$ cat src/design/smte_params.svh
// Constants for the serial master transfer engine.
`ifndef SMTE_PARAMS_SVH
`define SMTE_PARAMS_SVH
`define SMTE_WORD_W 8
`define SMTE_FIFO_DEPTH 8
`define SMTE_SEL_W 2
`define SMTE_BAUD_W 8
`define SMTE_DLY_W 8
`define SMTE_RST_FLAG 1'b0
`define SMTE_RST_CS_N 1'b1
`endif

$ cat src/design/smte_pkg.sv
// Types shared by the serial master transfer engine.
package smte_pkg;
    // Transfer states, Gray coded along idle, shift, trail.
    typedef enum logic [1:0] {
        SMTE_IDLE  = 2'b00,
        SMTE_SHIFT = 2'b01,
        SMTE_TRAIL = 2'b11
    } smte_state_e;
endpackage

$ cat src/design/smte_fifo_if.sv
// Valid and ready word channel between the engine's own modules.
`timescale 1ns/1ps
interface smte_fifo_if #(
    parameter int W = 8
);
    logic valid;
    logic ready;
    logic [W-1:0] data;
    modport src (output valid, output data, input ready);
    modport snk (input valid, input data, output ready);
endinterface

$ cat src/design/smte_fifo.sv
// Word FIFO that queues transmit words ahead of the holding register.
`timescale 1ns/1ps
module smte_fifo #(
    parameter int W = 8,
    parameter int D = 8
) (
    input wire logic mclk,
    input wire logic rst,
    smte_fifo_if.snk push,
    smte_fifo_if.src pop
);
    import smte_pkg::*;
    localparam int AW = $clog2(D);
    typedef struct packed {
        logic [D-1:0][W-1:0] mem;
        logic [AW-1:0] wp;
        logic [AW-1:0] rp;
        logic [AW:0] cnt;
        logic room;
    } smte_fifo_s;
    smte_fifo_s st_ff;
    smte_fifo_s nxt_st;
    logic do_push;
    logic do_pop;

    ////////////////////////////////////////////////////////////////////////
    // Ready has a flop of its own; valid comes from the stored count.
    assign push.ready = st_ff.room;
    assign pop.valid = (st_ff.cnt != '0);
    assign pop.data = st_ff.mem[st_ff.rp];
    assign do_push = push.valid && push.ready;
    assign do_pop = pop.valid && pop.ready;

    // Next state: write at the tail, read at the head, track the fill.
    always_comb begin
        nxt_st = st_ff;
        if (do_push) begin
            nxt_st.mem[st_ff.wp] = push.data;
            nxt_st.wp = (st_ff.wp == AW'(D-1)) ? '0 : st_ff.wp + 1'b1;
        end
        if (do_pop) begin
            nxt_st.rp = (st_ff.rp == AW'(D-1)) ? '0 : st_ff.rp + 1'b1;
        end
        nxt_st.cnt = st_ff.cnt + (AW+1)'(do_push) - (AW+1)'(do_pop);
        nxt_st.room = (nxt_st.cnt != (AW+1)'(D));
    end

    // State register.
    always_ff @(posedge mclk) begin
        if (rst) begin
            st_ff <= '0;
            st_ff.room <= 1'b1;
        end else begin
            st_ff <= nxt_st;
        end
    end
endmodule // smte_fifo

$ cat src/design/smte_top.sv
// Master-mode serial transfer engine with holding registers and flags.
// Summary of operation
// RULE1: Divider makes serial clock; drive clock and select.
// RULE2: One transmit holding, one receive holding, one shifter.
// RULE3: Enabled idle engine starts a written word at once.
// RULE4: Sample input into the shifter while shifting out.
// RULE5: Receive-only software writes dummy ones to clock.
// RULE6: Wait-for-read holds transfers until receive word read.
// RULE7: Software picks the slave before writing a word.
// RULE8: Queued word loads at completion; next transfer starts.
// RULE9: Empty flag clears on write, sets on load.
// RULE10: Done flag sets after trailing delay of last word.
// RULE11: Clock may stop only after done flag is seen.
// RULE12: Enabling sets the empty and done flags.
// RULE13: Full flag sets on receive load, clears on read.
// RULE14: Unread word overwritten sets overrun; status read clears.
// RULE15: Transmit-only use may ignore receive flags.
// RULE16: Drive and sample on edges the mode defines.
// RULE17: Select held through word and trailing delay.
`timescale 1ns/1ps
`include "smte_params.svh"
module smte_top #(
    parameter int W = `SMTE_WORD_W,
    parameter int DEPTH = `SMTE_FIFO_DEPTH,
    parameter int SW = `SMTE_SEL_W
) (
    input wire logic mclk,
    input wire logic rst,
    input wire logic spi_enable,
    input wire logic cpol,
    input wire logic cpha,
    input wire logic [`SMTE_BAUD_W-1:0] baud_div,
    input wire logic [`SMTE_DLY_W-1:0] inter_transfer_delay,
    input wire logic wait_read_before_send,
    input wire logic [SW-1:0] slave_select_field,
    input wire logic [W-1:0] tx_data,
    input wire logic tx_valid,
    output logic tx_ready,
    input wire logic rx_read,
    input wire logic status_read,
    output logic [W-1:0] rx_holding_reg,
    output logic tx_holding_empty,
    output logic tx_all_done,
    output logic rx_holding_full,
    output logic rx_overrun_flag,
    output logic serial_clock_out,
    output logic mosi,
    input wire logic miso,
    output logic [(1<<SW)-1:0] cs_n
);
    import smte_pkg::*;
    localparam int NCS = 1 << SW;
    localparam int EW = $clog2(2*W) + 1;

    typedef struct packed {
        smte_state_e state;
        logic en;
        logic [W-1:0] tx_hold;
        logic tx_full;
        logic empty;
        logic [W-1:0] shreg;
        logic samp;
        logic [EW-1:0] edge_cnt;
        logic phase;
        logic [`SMTE_BAUD_W-1:0] baud_cnt;
        logic [`SMTE_DLY_W-1:0] dly_cnt;
        logic [W-1:0] rx_hold;
        logic rx_full;
        logic ovr;
        logic done;
        logic sck;
        logic mosi;
        logic [NCS-1:0] cs_n;
        logic [1:0] miso_sync;
    } smte_core_s;

    smte_core_s st_ff;
    smte_core_s nxt_st;
    logic tick;
    logic last_edge;
    logic may_start;
    logic [W-1:0] rx_word;

    smte_fifo_if #(.W(W)) q_in ();
    smte_fifo_if #(.W(W)) q_out ();

    // Active-low one-hot select for the chosen slave.
    function automatic logic [NCS-1:0] sel_decode(input logic [SW-1:0] sel);
        logic [NCS-1:0] v;
        v = '1;
        v[sel] = 1'b0;
        return v;
    endfunction

    ////////////////////////////////////////////////////////////////////////
    // Transmit words queue in the FIFO ahead of the holding register.
    assign q_in.valid = tx_valid;
    assign q_in.data = tx_data;
    assign tx_ready = q_in.ready;
    assign q_out.ready = st_ff.en && !st_ff.tx_full;

    smte_fifo #(.W(W), .D(DEPTH)) u_fifo (
        .mclk(mclk),
        .rst(rst),
        .push(q_in.snk),
        .pop(q_out.src)
    );

    ////////////////////////////////////////////////////////////////////////
    // Baud divider gives one half-period enable pulse per terminal count.
    assign tick = (st_ff.state == SMTE_SHIFT) && (st_ff.baud_cnt == baud_div); // RULE1
    assign last_edge = tick && (st_ff.edge_cnt == EW'(2*W-1));
    // Wait-for-read blocks a start while an unread word sits in receive.
    assign may_start = st_ff.tx_full && !(wait_read_before_send && st_ff.rx_full); // RULE6
    // The last bit joins from the sample latch in early sampling, and
    // straight from the synchroniser when it is sampled on the final edge.
    assign rx_word = cpha ? {st_ff.shreg[W-2:0], st_ff.miso_sync[1]} :
        {st_ff.shreg[W-2:0], st_ff.samp}; // RULE4

    ////////////////////////////////////////////////////////////////////////
    // Next-state logic for the whole engine.
    always_comb begin
        nxt_st = st_ff;
        nxt_st.miso_sync = {st_ff.miso_sync[0], miso};
        nxt_st.en = spi_enable;
        // Holding register refills from the FIFO and clears the empty flag.
        if (q_out.valid && q_out.ready) begin
            nxt_st.tx_hold = q_out.data; // RULE2
            nxt_st.tx_full = 1'b1; // RULE9
        end
        // A read of the receive holding register drops the full flag.
        if (rx_read) begin
            nxt_st.rx_full = 1'b0; // RULE13
        end
        // A status read clears overrun; a new overrun below wins.
        if (status_read) begin
            nxt_st.ovr = 1'b0; // RULE14
        end
        unique case (st_ff.state)
            SMTE_IDLE: begin
                nxt_st.sck = cpol;
                nxt_st.baud_cnt = '0;
                nxt_st.cs_n = '1;
                // Start as soon as a word is held; the empty flag sets.
                if (st_ff.en && may_start) begin
                    nxt_st.shreg = st_ff.tx_hold; // RULE3
                    nxt_st.tx_full = 1'b0; // RULE9
                    nxt_st.done = 1'b0;
                    nxt_st.edge_cnt = '0;
                    nxt_st.phase = 1'b0;
                    nxt_st.cs_n = sel_decode(slave_select_field); // RULE1 RULE17
                    nxt_st.state = SMTE_SHIFT;
                end
            end
            SMTE_SHIFT: begin
                nxt_st.baud_cnt = tick ? '0 : st_ff.baud_cnt + 1'b1;
                if (tick) begin
                    nxt_st.phase = !st_ff.phase;
                    nxt_st.sck = !st_ff.sck; // RULE1
                    nxt_st.edge_cnt = st_ff.edge_cnt + 1'b1;
                    // Leading edge samples in mode 0; trailing in mode 1.
                    if (st_ff.phase == cpha) begin
                        nxt_st.samp = st_ff.miso_sync[1]; // RULE4 RULE16
                    end else if (!(cpha && st_ff.edge_cnt == '0)) begin
                        nxt_st.shreg = {st_ff.shreg[W-2:0], st_ff.samp}; // RULE4 RULE16
                    end
                end
                // Completion moves the word to the receive holding register.
                if (last_edge) begin
                    nxt_st.rx_hold = rx_word; // RULE8
                    nxt_st.rx_full = 1'b1; // RULE13
                    if (st_ff.rx_full && !rx_read) begin
                        nxt_st.ovr = 1'b1; // RULE14
                    end
                    nxt_st.dly_cnt = '0;
                    nxt_st.sck = cpol;
                    nxt_st.state = SMTE_TRAIL;
                end
            end
            SMTE_TRAIL: begin
                nxt_st.baud_cnt = (st_ff.baud_cnt == baud_div) ? '0 : st_ff.baud_cnt + 1'b1;
                if (st_ff.dly_cnt == inter_transfer_delay) begin
                    // A queued word starts at once with select kept low.
                    if (st_ff.en && may_start) begin
                        nxt_st.shreg = st_ff.tx_hold; // RULE8
                        nxt_st.tx_full = 1'b0; // RULE9
                        nxt_st.edge_cnt = '0;
                        nxt_st.phase = 1'b0;
                        nxt_st.baud_cnt = '0;
                        nxt_st.state = SMTE_SHIFT;
                    end else begin
                        nxt_st.done = 1'b1; // RULE10
                        nxt_st.cs_n = '1; // RULE17
                        nxt_st.state = SMTE_IDLE;
                    end
                end else if (st_ff.baud_cnt == baud_div) begin
                    nxt_st.dly_cnt = st_ff.dly_cnt + 1'b1; // RULE10
                end
            end
            default: begin
                nxt_st.state = SMTE_IDLE;
            end
        endcase
        // Disabling halts any transfer and drops the held word, though the FIFO still takes words; enabling shows empty and done.
        if (!st_ff.en) begin
            nxt_st.state = SMTE_IDLE;
            nxt_st.tx_full = 1'b0;
            nxt_st.cs_n = '1;
            nxt_st.sck = cpol;
            nxt_st.done = spi_enable; // RULE12
        end
        // The request flag is registered so that its pin comes from a flop.
        nxt_st.empty = nxt_st.en && !nxt_st.tx_full; // RULE9 RULE12
        nxt_st.mosi = nxt_st.shreg[W-1];
    end

    ////////////////////////////////////////////////////////////////////////
    // State register, cleared by the synchronous reset except the selects, which reset high.
    always_ff @(posedge mclk) begin
        if (rst) begin
            st_ff <= '0;
            st_ff.state <= SMTE_IDLE;
            st_ff.done <= `SMTE_RST_FLAG;
            st_ff.cs_n <= '1;
        end else begin
            st_ff <= nxt_st;
        end
    end

    // Outputs straight from the state flops.
    assign rx_holding_reg = st_ff.rx_hold;
    assign tx_holding_empty = st_ff.empty; // RULE9 RULE12
    assign tx_all_done = st_ff.done;
    assign rx_holding_full = st_ff.rx_full;
    assign rx_overrun_flag = st_ff.ovr;
    assign serial_clock_out = st_ff.sck;
    assign mosi = st_ff.mosi;
    assign cs_n = st_ff.cs_n;
endmodule // smte_top
$ cat config.mk
export PLATFORM = sky130hd
export DESIGN_NAME = smte_top
export DESIGN_NICKNAME = d
export VERILOG_FILES = /design/src/design/smte_pkg.sv /design/src/design/smte_fifo_if.sv /design/src/design/smte_fifo.sv /design/src/design/smte_top.sv
export VERILOG_INCLUDE_DIRS = /design/src /design/src/design
export SDC_FILE = /design/constraint.sdc
export NUM_CORES = 1
export LEC_CHECK = 0
export ABC_AREA = 0
export BUFFER_PORTS_ARGS = -buffer_cell sky130_fd_sc_hd__buf_2
export CAP_MARGIN = 0
export CORE_MARGIN = 5
export CORE_UTILIZATION = 55
export CTS_CLUSTER_DIAMETER = 60
export CTS_CLUSTER_SIZE = 12
export DETAILED_ROUTE_END_ITERATION = 10
export PLACE_DENSITY = 0.74
export SYNTH_ARGS = -nofsm -noshare
export SYNTH_HDL_FRONTEND = slang
export SYNTH_SLANG_ARGS = --single-unit
$ cat constraint.sdc
create_clock -name mclk -period 5.9 [get_ports mclk]
set_input_delay 0.59 -clock mclk [delete_from_list [all_inputs] [get_ports mclk]]
set_output_delay 0.59 -clock mclk [all_outputs]
set_load 0.02 [all_outputs]
==> summary by stage, run 1 <==
Logic synthesis
In this run, synthesis produced a sequential element count of 137. Of the post-synthesis cell area, the dominant cell type holds 40.7%. Synthesis instantiated 63 different standard cells from the library. Sequential elements use 40.7% of the synthesized area.

The number of enable-type register cells in the synthesized netlist is 0. In the synthesized netlist, the number of instances is 716. After synthesis, the share of flip-flops with an asynchronous set or reset is 0%. The number of nets in the synthesized netlist is 771. Summing every instance area after synthesis gives 0.00674 mm2.

The synthesized area per cell is 9.41 um2. The library cell occupying the most area in the post-synthesis netlist is sky130_fd_sc_hd__dfxtp_1. During synthesis, Yosys emitted a total of 0 warnings.

By area the synthesized netlist is led by sky130_fd_sc_hd__dfxtp_1 (41%), sky130_fd_sc_hd__mux2i_1 (12%), sky130_fd_sc_hd__mux4_2 (5.3%). The most used flip-flop cell after synthesis is sky130_fd_sc_hd__dfxtp_1.

STA
The worst clock skew is 0.0100 ns. The clock period minus worst slack is 3.15 ns. The final number of hold-violating endpoints is 0. The maximum frequency from static timing analysis is 0.317 GHz.

Setup repair after global routing left no endpoint under its margin. For the pin with the worst max-slew slack, the measured transition is 1.17 ns. The setup-violating endpoint count in the final report is 0.

The worst-case headroom to the max-slew limit is 21.6%. After layout, the worst path uses 53.4% of the clock period. Summed over all failing endpoints, the final setup total negative slack is 0 ns. The number of slew-limit violations in the final report is 0.

Global routing
The via count of the first global-routing pass is 5233. The combined global-route utilization of all metal layers is 21.3%. Entering global routing, the biggest net connects 101 pins.

The wire length of the first global-routing pass is 24900 um. For this run the aggregate overflow at the end of global routing stands at 0. The number of antenna violations at the first check in global routing came to 0.

Floorplanning
The total I/O pin count is 55. In this run the horizontal extent of the chip is 121 um. For this configuration, the core starts out at a cell density of 56.1%. The die covers 0.0146 mm2. The number of rows created at floorplan is 40. The core region is 0.0120 mm2. Measured along the y axis, the die boundary spans 121 um.

Routing
The pre-antenna-repair detailed-routing pass consisted of 5 iterations. The routed wire length is 15000 um. In the final routed layout, each cell accounts on average for 16.9 um. The routed via count is 5302. The remaining routing DRC violations is 0. The DRC marker count from the first detailed-route iteration is 413.

The final antenna-violating net count is 0. Dividing the detail-routed via count by the number of cells gives 5.96.

Clocking
The tree is rooted in a sky130_fd_sc_hd__clkbuf_16. In this run the post-CTS setup repair buffer count came out at 0. The clock network latency to the later pin of the worst-skew pair is 0.42 ns. The number of gates resized after CTS is 0. The maximum count of clock buffers along a single path is 2. Counting the buffers created by CTS gives 17. For this design, the CTS-stage hold fixing added 0 buffers.

The CTS H-tree depth is 4. The clock transition at the register clock pins on the worst setup and hold paths after CTS is 0.06 ns. The TritonCTS clock tree is done. The TritonCTS sink count is 137.

Pwr
The combinational cell fraction of total power is 14.6%. The relative contribution of sequential cells to total power is 41.6%. The switching share of power is 26.5%. The power per unit of standard cell area is 325 mW/mm2. The switching component of the power is 0.000648 W. The internal portion of the total power is 0.00180 W. Across the VDD grid, the largest voltage drop is 0.220 mV.

In this run, the clock network consumes 43.8% of the power. The leakage power summed over all cells is 2.90 nW.

Critical path
The number of gates on the worst path with buffers counted is 10. The worst setup path is captured at a register. The data required time of the critical path is 6.18 ns. The beginning of the worst register-to-register path is st_ff[60]. STA puts the critical path data arrival time at 3.43 ns.

Together, buffers and inverters on the worst path number 2. The slowest cell on the critical path is sky130_fd_sc_hd__nor3_2. The delay of the slowest cell on the worst path is 0.95 ns. The endpoint identified for the worst register-to-register timing path is u_fifo.push.ready.

Broken down by cell family, the worst path's largest delay share belongs to simple AND/OR/NAND/NOR gates. The critical path in this run is classified as reg2reg. The critical path ends at u_fifo.push.ready.

For the worst flop-to-flop path, the logic depth is 10. The origin of the worst setup path is st_ff[60]. The largest fanout on the critical path is 20. The signal on the critical path passes through inv_1 -> nor3_2 -> ha_1 -> inv_1 -> ha_1 -> a21o_1 -> a21oi_1 -> xnor2_1 -> nor2_1 -> nand4b_1. The worst reg-to-reg setup slack is 2.75 ns.

The worst setup path is launched from a register.

Cells and area
The flip-flop count of the largest register after layout is 74. In the final layout, the share of cells above drive strength 1 is 17.6%. Leaving out fill and tap cells, the most frequent cell in the layout is sky130_fd_sc_hd__dfxtp_1.

The finished layout holds 890 standard cells, fillers aside. The antenna diode instance count is 0. For this run, the post-layout net count is 786. The top cell types in the final layout, fill and taps aside, are sky130_fd_sc_hd__dfxtp_1 (137), sky130_fd_sc_hd__nor2_1 (96), sky130_fd_sc_hd__mux2i_1 (82). From synthesis to final layout, the design area changed by 11.7%.

Place
The HPWL after detailed placement is 10500 um. Once placement completed, the tool counted placed cells totaling 859. The routability congestion estimate from global placement is 0.859.

The number of port buffers is 54.

Job
The count of maximum capacitance violations is 0.

Min path
The instance count along the most critical hold path is 2. The worst hold-check path type is in2reg.

Status
The flow ran to the end, and the final reports show no timing, DRC or antenna violations.
cells by family (layout without fill, tap and decap cells):
group | count (synthesis) | in the layout | share of synthesized area, %
and+or+nand+nor | 244 | 244 | 18.0
AOI/OAI and AO/OA | 104 | 104 | 10.1
buffers and inverters | 87 | 114 | 6.07
DFF | 137 | 137 | 40.7
xor gates and xnor gates | 18 | 18 | 2.45
adders and majority gates | 19 | 19 | 3.64
muxes | 107 | 107 | 19.0
final cells by class:
cell class / count / area, um2
timing repair buffer: 59 / 310
tap: 147 / 184
sequential: 137 / 2740
inverter: 24 / 90.1
fill: 1002 / 4480
multi-input combinational: 492 / 3600
clock inverter: 14 / 173
clock buffer: 17 / 425
power by group through the flow:
stage / Combinational [W] / Clock, W / Sequential, W
global route: 0.000402 / 0.00113 / 0.00103
CTS: 0.000362 / 0.00108 / 0.00102
global placement: 0.000339 / 0 / 0.00103
floorplan: 0.000276 / 0 / 0.00103
finish: 0.000358 / 0.00107 / 0.00102
detailed placement: 0.000358 / 0 / 0.00104
metrics by stage:
| step | total power [W] | cell area (um2) | hold WS, ns | setup slack (ns) | utilization, % |
|---|---|---|---|---|---|
| after floorplan | 0.00130 | 6740 | 0.414 | 3.48 | - |
| after global placement | 0.00137 | 6930 | 0.431 | 2.93 | 57.7 |
| after detailed placement | 0.00140 | 6930 | 0.446 | 2.78 | 57.7 |
| after CTS | 0.00247 | 7520 | 0.391 | 2.75 | 62.6 |
| after global routing | 0.00256 | 7530 | 0.399 | 2.43 | 62.7 |
| final | 0.00245 | 7530 | 0.400 | 2.75 | 62.7 |
routing by layer:
layer / track usage, % / part of all wire [%] / up-vias
met5: 0 / 0 / -
met1: 25.9 / 44 / 2552
met2: 36.7 / 50 / 158
li1: - / - / 2570
met3: 4.30 / 4.9 / 22
met4: 8.71 / 1.6 / 0
synth_stat cells (4+ instances only):
cell type,instances
sky130_fd_sc_hd__and4_1,4
sky130_fd_sc_hd__nor2_1,96
sky130_fd_sc_hd__inv_1,24
sky130_fd_sc_hd__xnor2_1,16
sky130_fd_sc_hd__o21ai_0,14
sky130_fd_sc_hd__or3_1,5
sky130_fd_sc_hd__nand3_1,14
sky130_fd_sc_hd__mux2_2,9
sky130_fd_sc_hd__clkbuf_1,30
sky130_fd_sc_hd__ha_1,18
sky130_fd_sc_hd__mux2i_1,82
sky130_fd_sc_hd__nand2_1,44
sky130_fd_sc_hd__nor3_1,7
sky130_fd_sc_hd__o22ai_1,6
sky130_fd_sc_hd__buf_4,13
sky130_fd_sc_hd__dfxtp_1,137
sky130_fd_sc_hd__or4_1,8
sky130_fd_sc_hd__nand4_1,20
sky130_fd_sc_hd__and3_1,7
sky130_fd_sc_hd__buf_2,15
sky130_fd_sc_hd__mux4_2,16
sky130_fd_sc_hd__a21oi_1,34
sky130_fd_sc_hd__nor2b_1,16
sky130_fd_sc_hd__a211oi_1,9
sky130_fd_sc_hd__a31oi_1,9
sky130_fd_sc_hd__o31ai_1,5
sky130_fd_sc_hd__nor4_1,5
worst min path at each step:
stage	from	endpoint
2_1_floorplan	nxt_st[1]	st_ff[1]
3_3_place_gp	nxt_st[1]	st_ff[1]
3_5_place_dp	nxt_st[1]	st_ff[1]
4_1_cts	miso	nxt_st[1]
5_1_grt	miso	nxt_st[1]
6_report	miso	nxt_st[1]
(Power assumes the default switching activity.)
==> run 2: changes to the inputs <==
==> constraint.sdc (replaced) <==
create_clock -name mclk -period 3.3 [get_ports mclk]
set_input_delay 0.33 -clock mclk [delete_from_list [all_inputs] [get_ports mclk]]
set_output_delay 0.33 -clock mclk [all_outputs]
set_load 0.02 [all_outputs]
==> summary by stage, run 2 (same netlist as run 1, synthesis figures left out) <==
Cells and area
The post-layout net count is 791 (+0.64%). The fraction of layout cells with a size suffix above 1 is 18.0% (+0.39 points). The final-layout fill cell count was 991 (-1.1%). The flip-flop count of the largest register after layout is 74 (unchanged). The antenna diode instance count is 0 (unchanged). The top cell types in the final layout, fill and taps aside, are sky130_fd_sc_hd__dfxtp_1 (137), sky130_fd_sc_hd__nor2_1 (96), sky130_fd_sc_hd__mux2i_1 (82).

The final cell utilization of the core is 62.7% (+0.073 points). The library cell used most frequently in the layout, excluding fill and tap cells, is sky130_fd_sc_hd__dfxtp_1. The sequential standard cell area was 0.00274 mm2 (unchanged). The footprint of the multi-input gates is 0.00360 mm2 (-0.14%). From synthesis to final layout, the design area changed by 11.8%.

Critical path
The origin of the worst setup path is st_ff[36]. The worst reg-to-reg setup slack is 0.59 ns (-2.16 ns). The most used cell along the critical path is sky130_fd_sc_hd__ha_1. The kind of launch point of the worst setup path is a register. The delay of the slowest cell on the worst path is 0.77 ns (-0.18 ns). The cell class contributing the biggest share of worst-path delay is simple AND/OR/NAND/NOR gates. The classification of the worst setup path is reg2reg. In this run the critical register-to-register path is captured at st_ff[26]. The slowest cell on the critical path is sky130_fd_sc_hd__o21ai_0. The worst register-to-register path begins at st_ff[36]. The signal on the critical path passes through ha_1 -> and3_1 -> ha_1 -> nand2_1 -> or3_1 -> o21ai_0 -> a21oi_1.

The largest fanout on the critical path is 12 (-40%). The number of buffer and inverter instances along the worst setup path was 0 (-2). The count of cells along the worst register-to-register path is 7 (-3). The endpoint arrival time on the critical path came to 2.97 ns (-0.46 ns). The data required time of the critical path is 3.56 ns (-2.62 ns). The worst setup path is captured at a register.

Clocking
The clock transition at the register clock pins on the worst setup and hold paths after CTS was 0.06 ns (about the same). The number of gates resized after CTS is 0 (unchanged). The TritonCTS clock tree is done. The TritonCTS sink count was 137 (unchanged). The maximum count of clock buffers along a single path is 2 (unchanged).

The CTS H-tree depth is 4 (unchanged). The count of hold buffers inserted by post-cts repair is 0 (unchanged). The cell sitting at the root of the clock tree is a sky130_fd_sc_hd__clkbuf_16. The number of buffers inserted to repair setup after CTS is 0 (unchanged). The clock network latency to the later pin of the worst-skew pair was 0.42 ns (about the same). The number of buffers inserted during clock tree synthesis came to 17 (unchanged).

Floorplanning
The area of the placeable core is 0.0120 mm2 (unchanged). The number of rows created at floorplan is 40 (unchanged). The floorplan die area is 0.0146 mm2 (unchanged). The horizontal die dimension is 121 um (unchanged).

The height of the die is 121 um (unchanged). The initial core utilization came to 56.1% (unchanged). The total I/O pin count came to 55 (unchanged).

Pwr
The internal power of the cells is 0.00312 W (+73%). The switching share of power is 27.2% (+0.72 points). The leakage power summed over all cells is 2.91 nW (+0.23%). The portion of total power attributed to the clock network is 42.3% (-1.5 points). The combinational cell fraction of total power is 15.2% (+0.6 points).

The maximum vdd ir drop came to 0.362 mV (+65%). The switching component of the power was 0.00117 W (+80%). The power per unit of standard cell area is 569 mW/mm2 (+75%). The relative contribution of sequential cells to total power is 42.5% (+0.9 points).

Place
The number of port buffers came to 54 (unchanged). The post-DP HPWL came to 10400 um (-0.79%). The routability congestion estimate from global placement is 0.845 (-1.6%).

STA
The setup-violating endpoint count in the final report was 0 (unchanged). The clock period minus worst slack is 2.71 ns (-0.439 ns). The sum of negative setup slack is 0 ns (unchanged). The worst clock skew came to 0.00599 ns (-0.00405 ns). Setup repair after global routing left no endpoint under its margin. The worst-margin pin slew is 0.985 ns (-0.184 ns). The post-route fraction of the period consumed by the critical path is 82.2% (+29 points).

The maximum frequency from static timing analysis is 0.369 GHz (+16%). The number of slew-limit violations in the final report was 0 (unchanged). The final number of hold-violating endpoints came to 0 (unchanged). The worst-case headroom to the max-slew limit came to 34.0% (+12 points).

Routing
The final antenna-violating net count is 0 (unchanged). The DRC marker count from the first detailed-route iteration came to 406 (-1.7%). The average wire per cell in the routed design was 16.9 um (-0.12%).

The per-cell via count in the routed design came to 5.96 (about the same). The routed wire length came to 15100 um (+0.55%). The count of TritonRoute iterations in the first routing pass is 5 (unchanged). The routed via count is 5341 (+0.74%). The remaining routing DRC violations is 0 (unchanged).

Min path
The path with the worst hold slack has its endpoint at nxt_st[1]. The source of the worst hold timing path is miso. The worst hold-check path type is in2reg.

The instance count along the most critical hold path is 2 (unchanged).

Global routing
The total overflow reported by the global router is 0 (unchanged). The combined global-route utilization of all metal layers came to 21.5% (+0.19 points). The number of antenna violations at the first check in global routing came to 0 (unchanged). The largest net degree at the start of global routing was 71 (-30%). The via count of the first global-routing pass is 5213 (-0.38%). The wire length of the first global-routing pass is 24900 um (about the same).

Status
The run finished with clean final reports.

Job
The count of maximum capacitance violations is 0 (unchanged).
[run 2: cell count changes in the layout (fill, tap and decap cells not counted), sizes merged]
cell / previous run / this run
buf: 59 / 64
clkbuf: 17 / 20
bufinv: 3 / 1
clkinv: 6 / 4
clkinvlp: 2 / 4
[run 2: routing by layer]
metal  global-route usage [%]  vias to the layer above  share of wire [%]
li1                         -                     2588                  -
met1                     27.0                     2559                 44
met2                     35.8                      168                 48
met3                     4.82                       26                5.2
met4                     8.43                        0                2.1
met5                        0                        -                  0
[run 2: through the flow]
stage                     std cells  power, W  area, um2  hold WS (ns)  setup slack [ns]
final                           896   0.00429       7540         0.132             0.588
after global routing            896   0.00450       7540         0.140             0.412
after CTS                       896   0.00432       7540         0.126             0.607
after detailed placement        864   0.00250       6960         0.442             0.667
after global placement          864   0.00247       6960         0.433             0.836
after floorplan                 716   0.00233       6740         0.414             0.877
[run 2: power groups by stage]
stage / clock network [W] / logic (W) / registers (W)
3_3_place_gp: 0 / 0.000616 / 0.00185
5_1_grt: 0.00193 / 0.000736 / 0.00183
4_1_cts: 0.00184 / 0.000660 / 0.00182
6_report: 0.00181 / 0.000653 / 0.00182
3_5_place_dp: 0 / 0.000643 / 0.00185
2_1_floorplan: 0 / 0.000494 / 0.00184
[run 2: worst max path at each step]
stage / endpoint / slack, ns / cells past startpoint
2_1_floorplan: u_fifo.push.ready / 0.88 / 12
3_3_place_gp: st_ff[23] / 0.84 / 7
3_5_place_dp: st_ff[26] / 0.67 / 7
4_1_cts: st_ff[26] / 0.61 / 7
5_1_grt: st_ff[26] / 0.41 / 7
6_report: st_ff[26] / 0.59 / 7
[run 2: final cells by class]
class,count,share of cell area [%]
multi-input combinational,492,47.7
sequential,137,36.4
clock buffer,20,6.06
timing repair buffer,64,4.61
tap,147,2.44
clock inverter,12,1.56
inverter,24,1.20
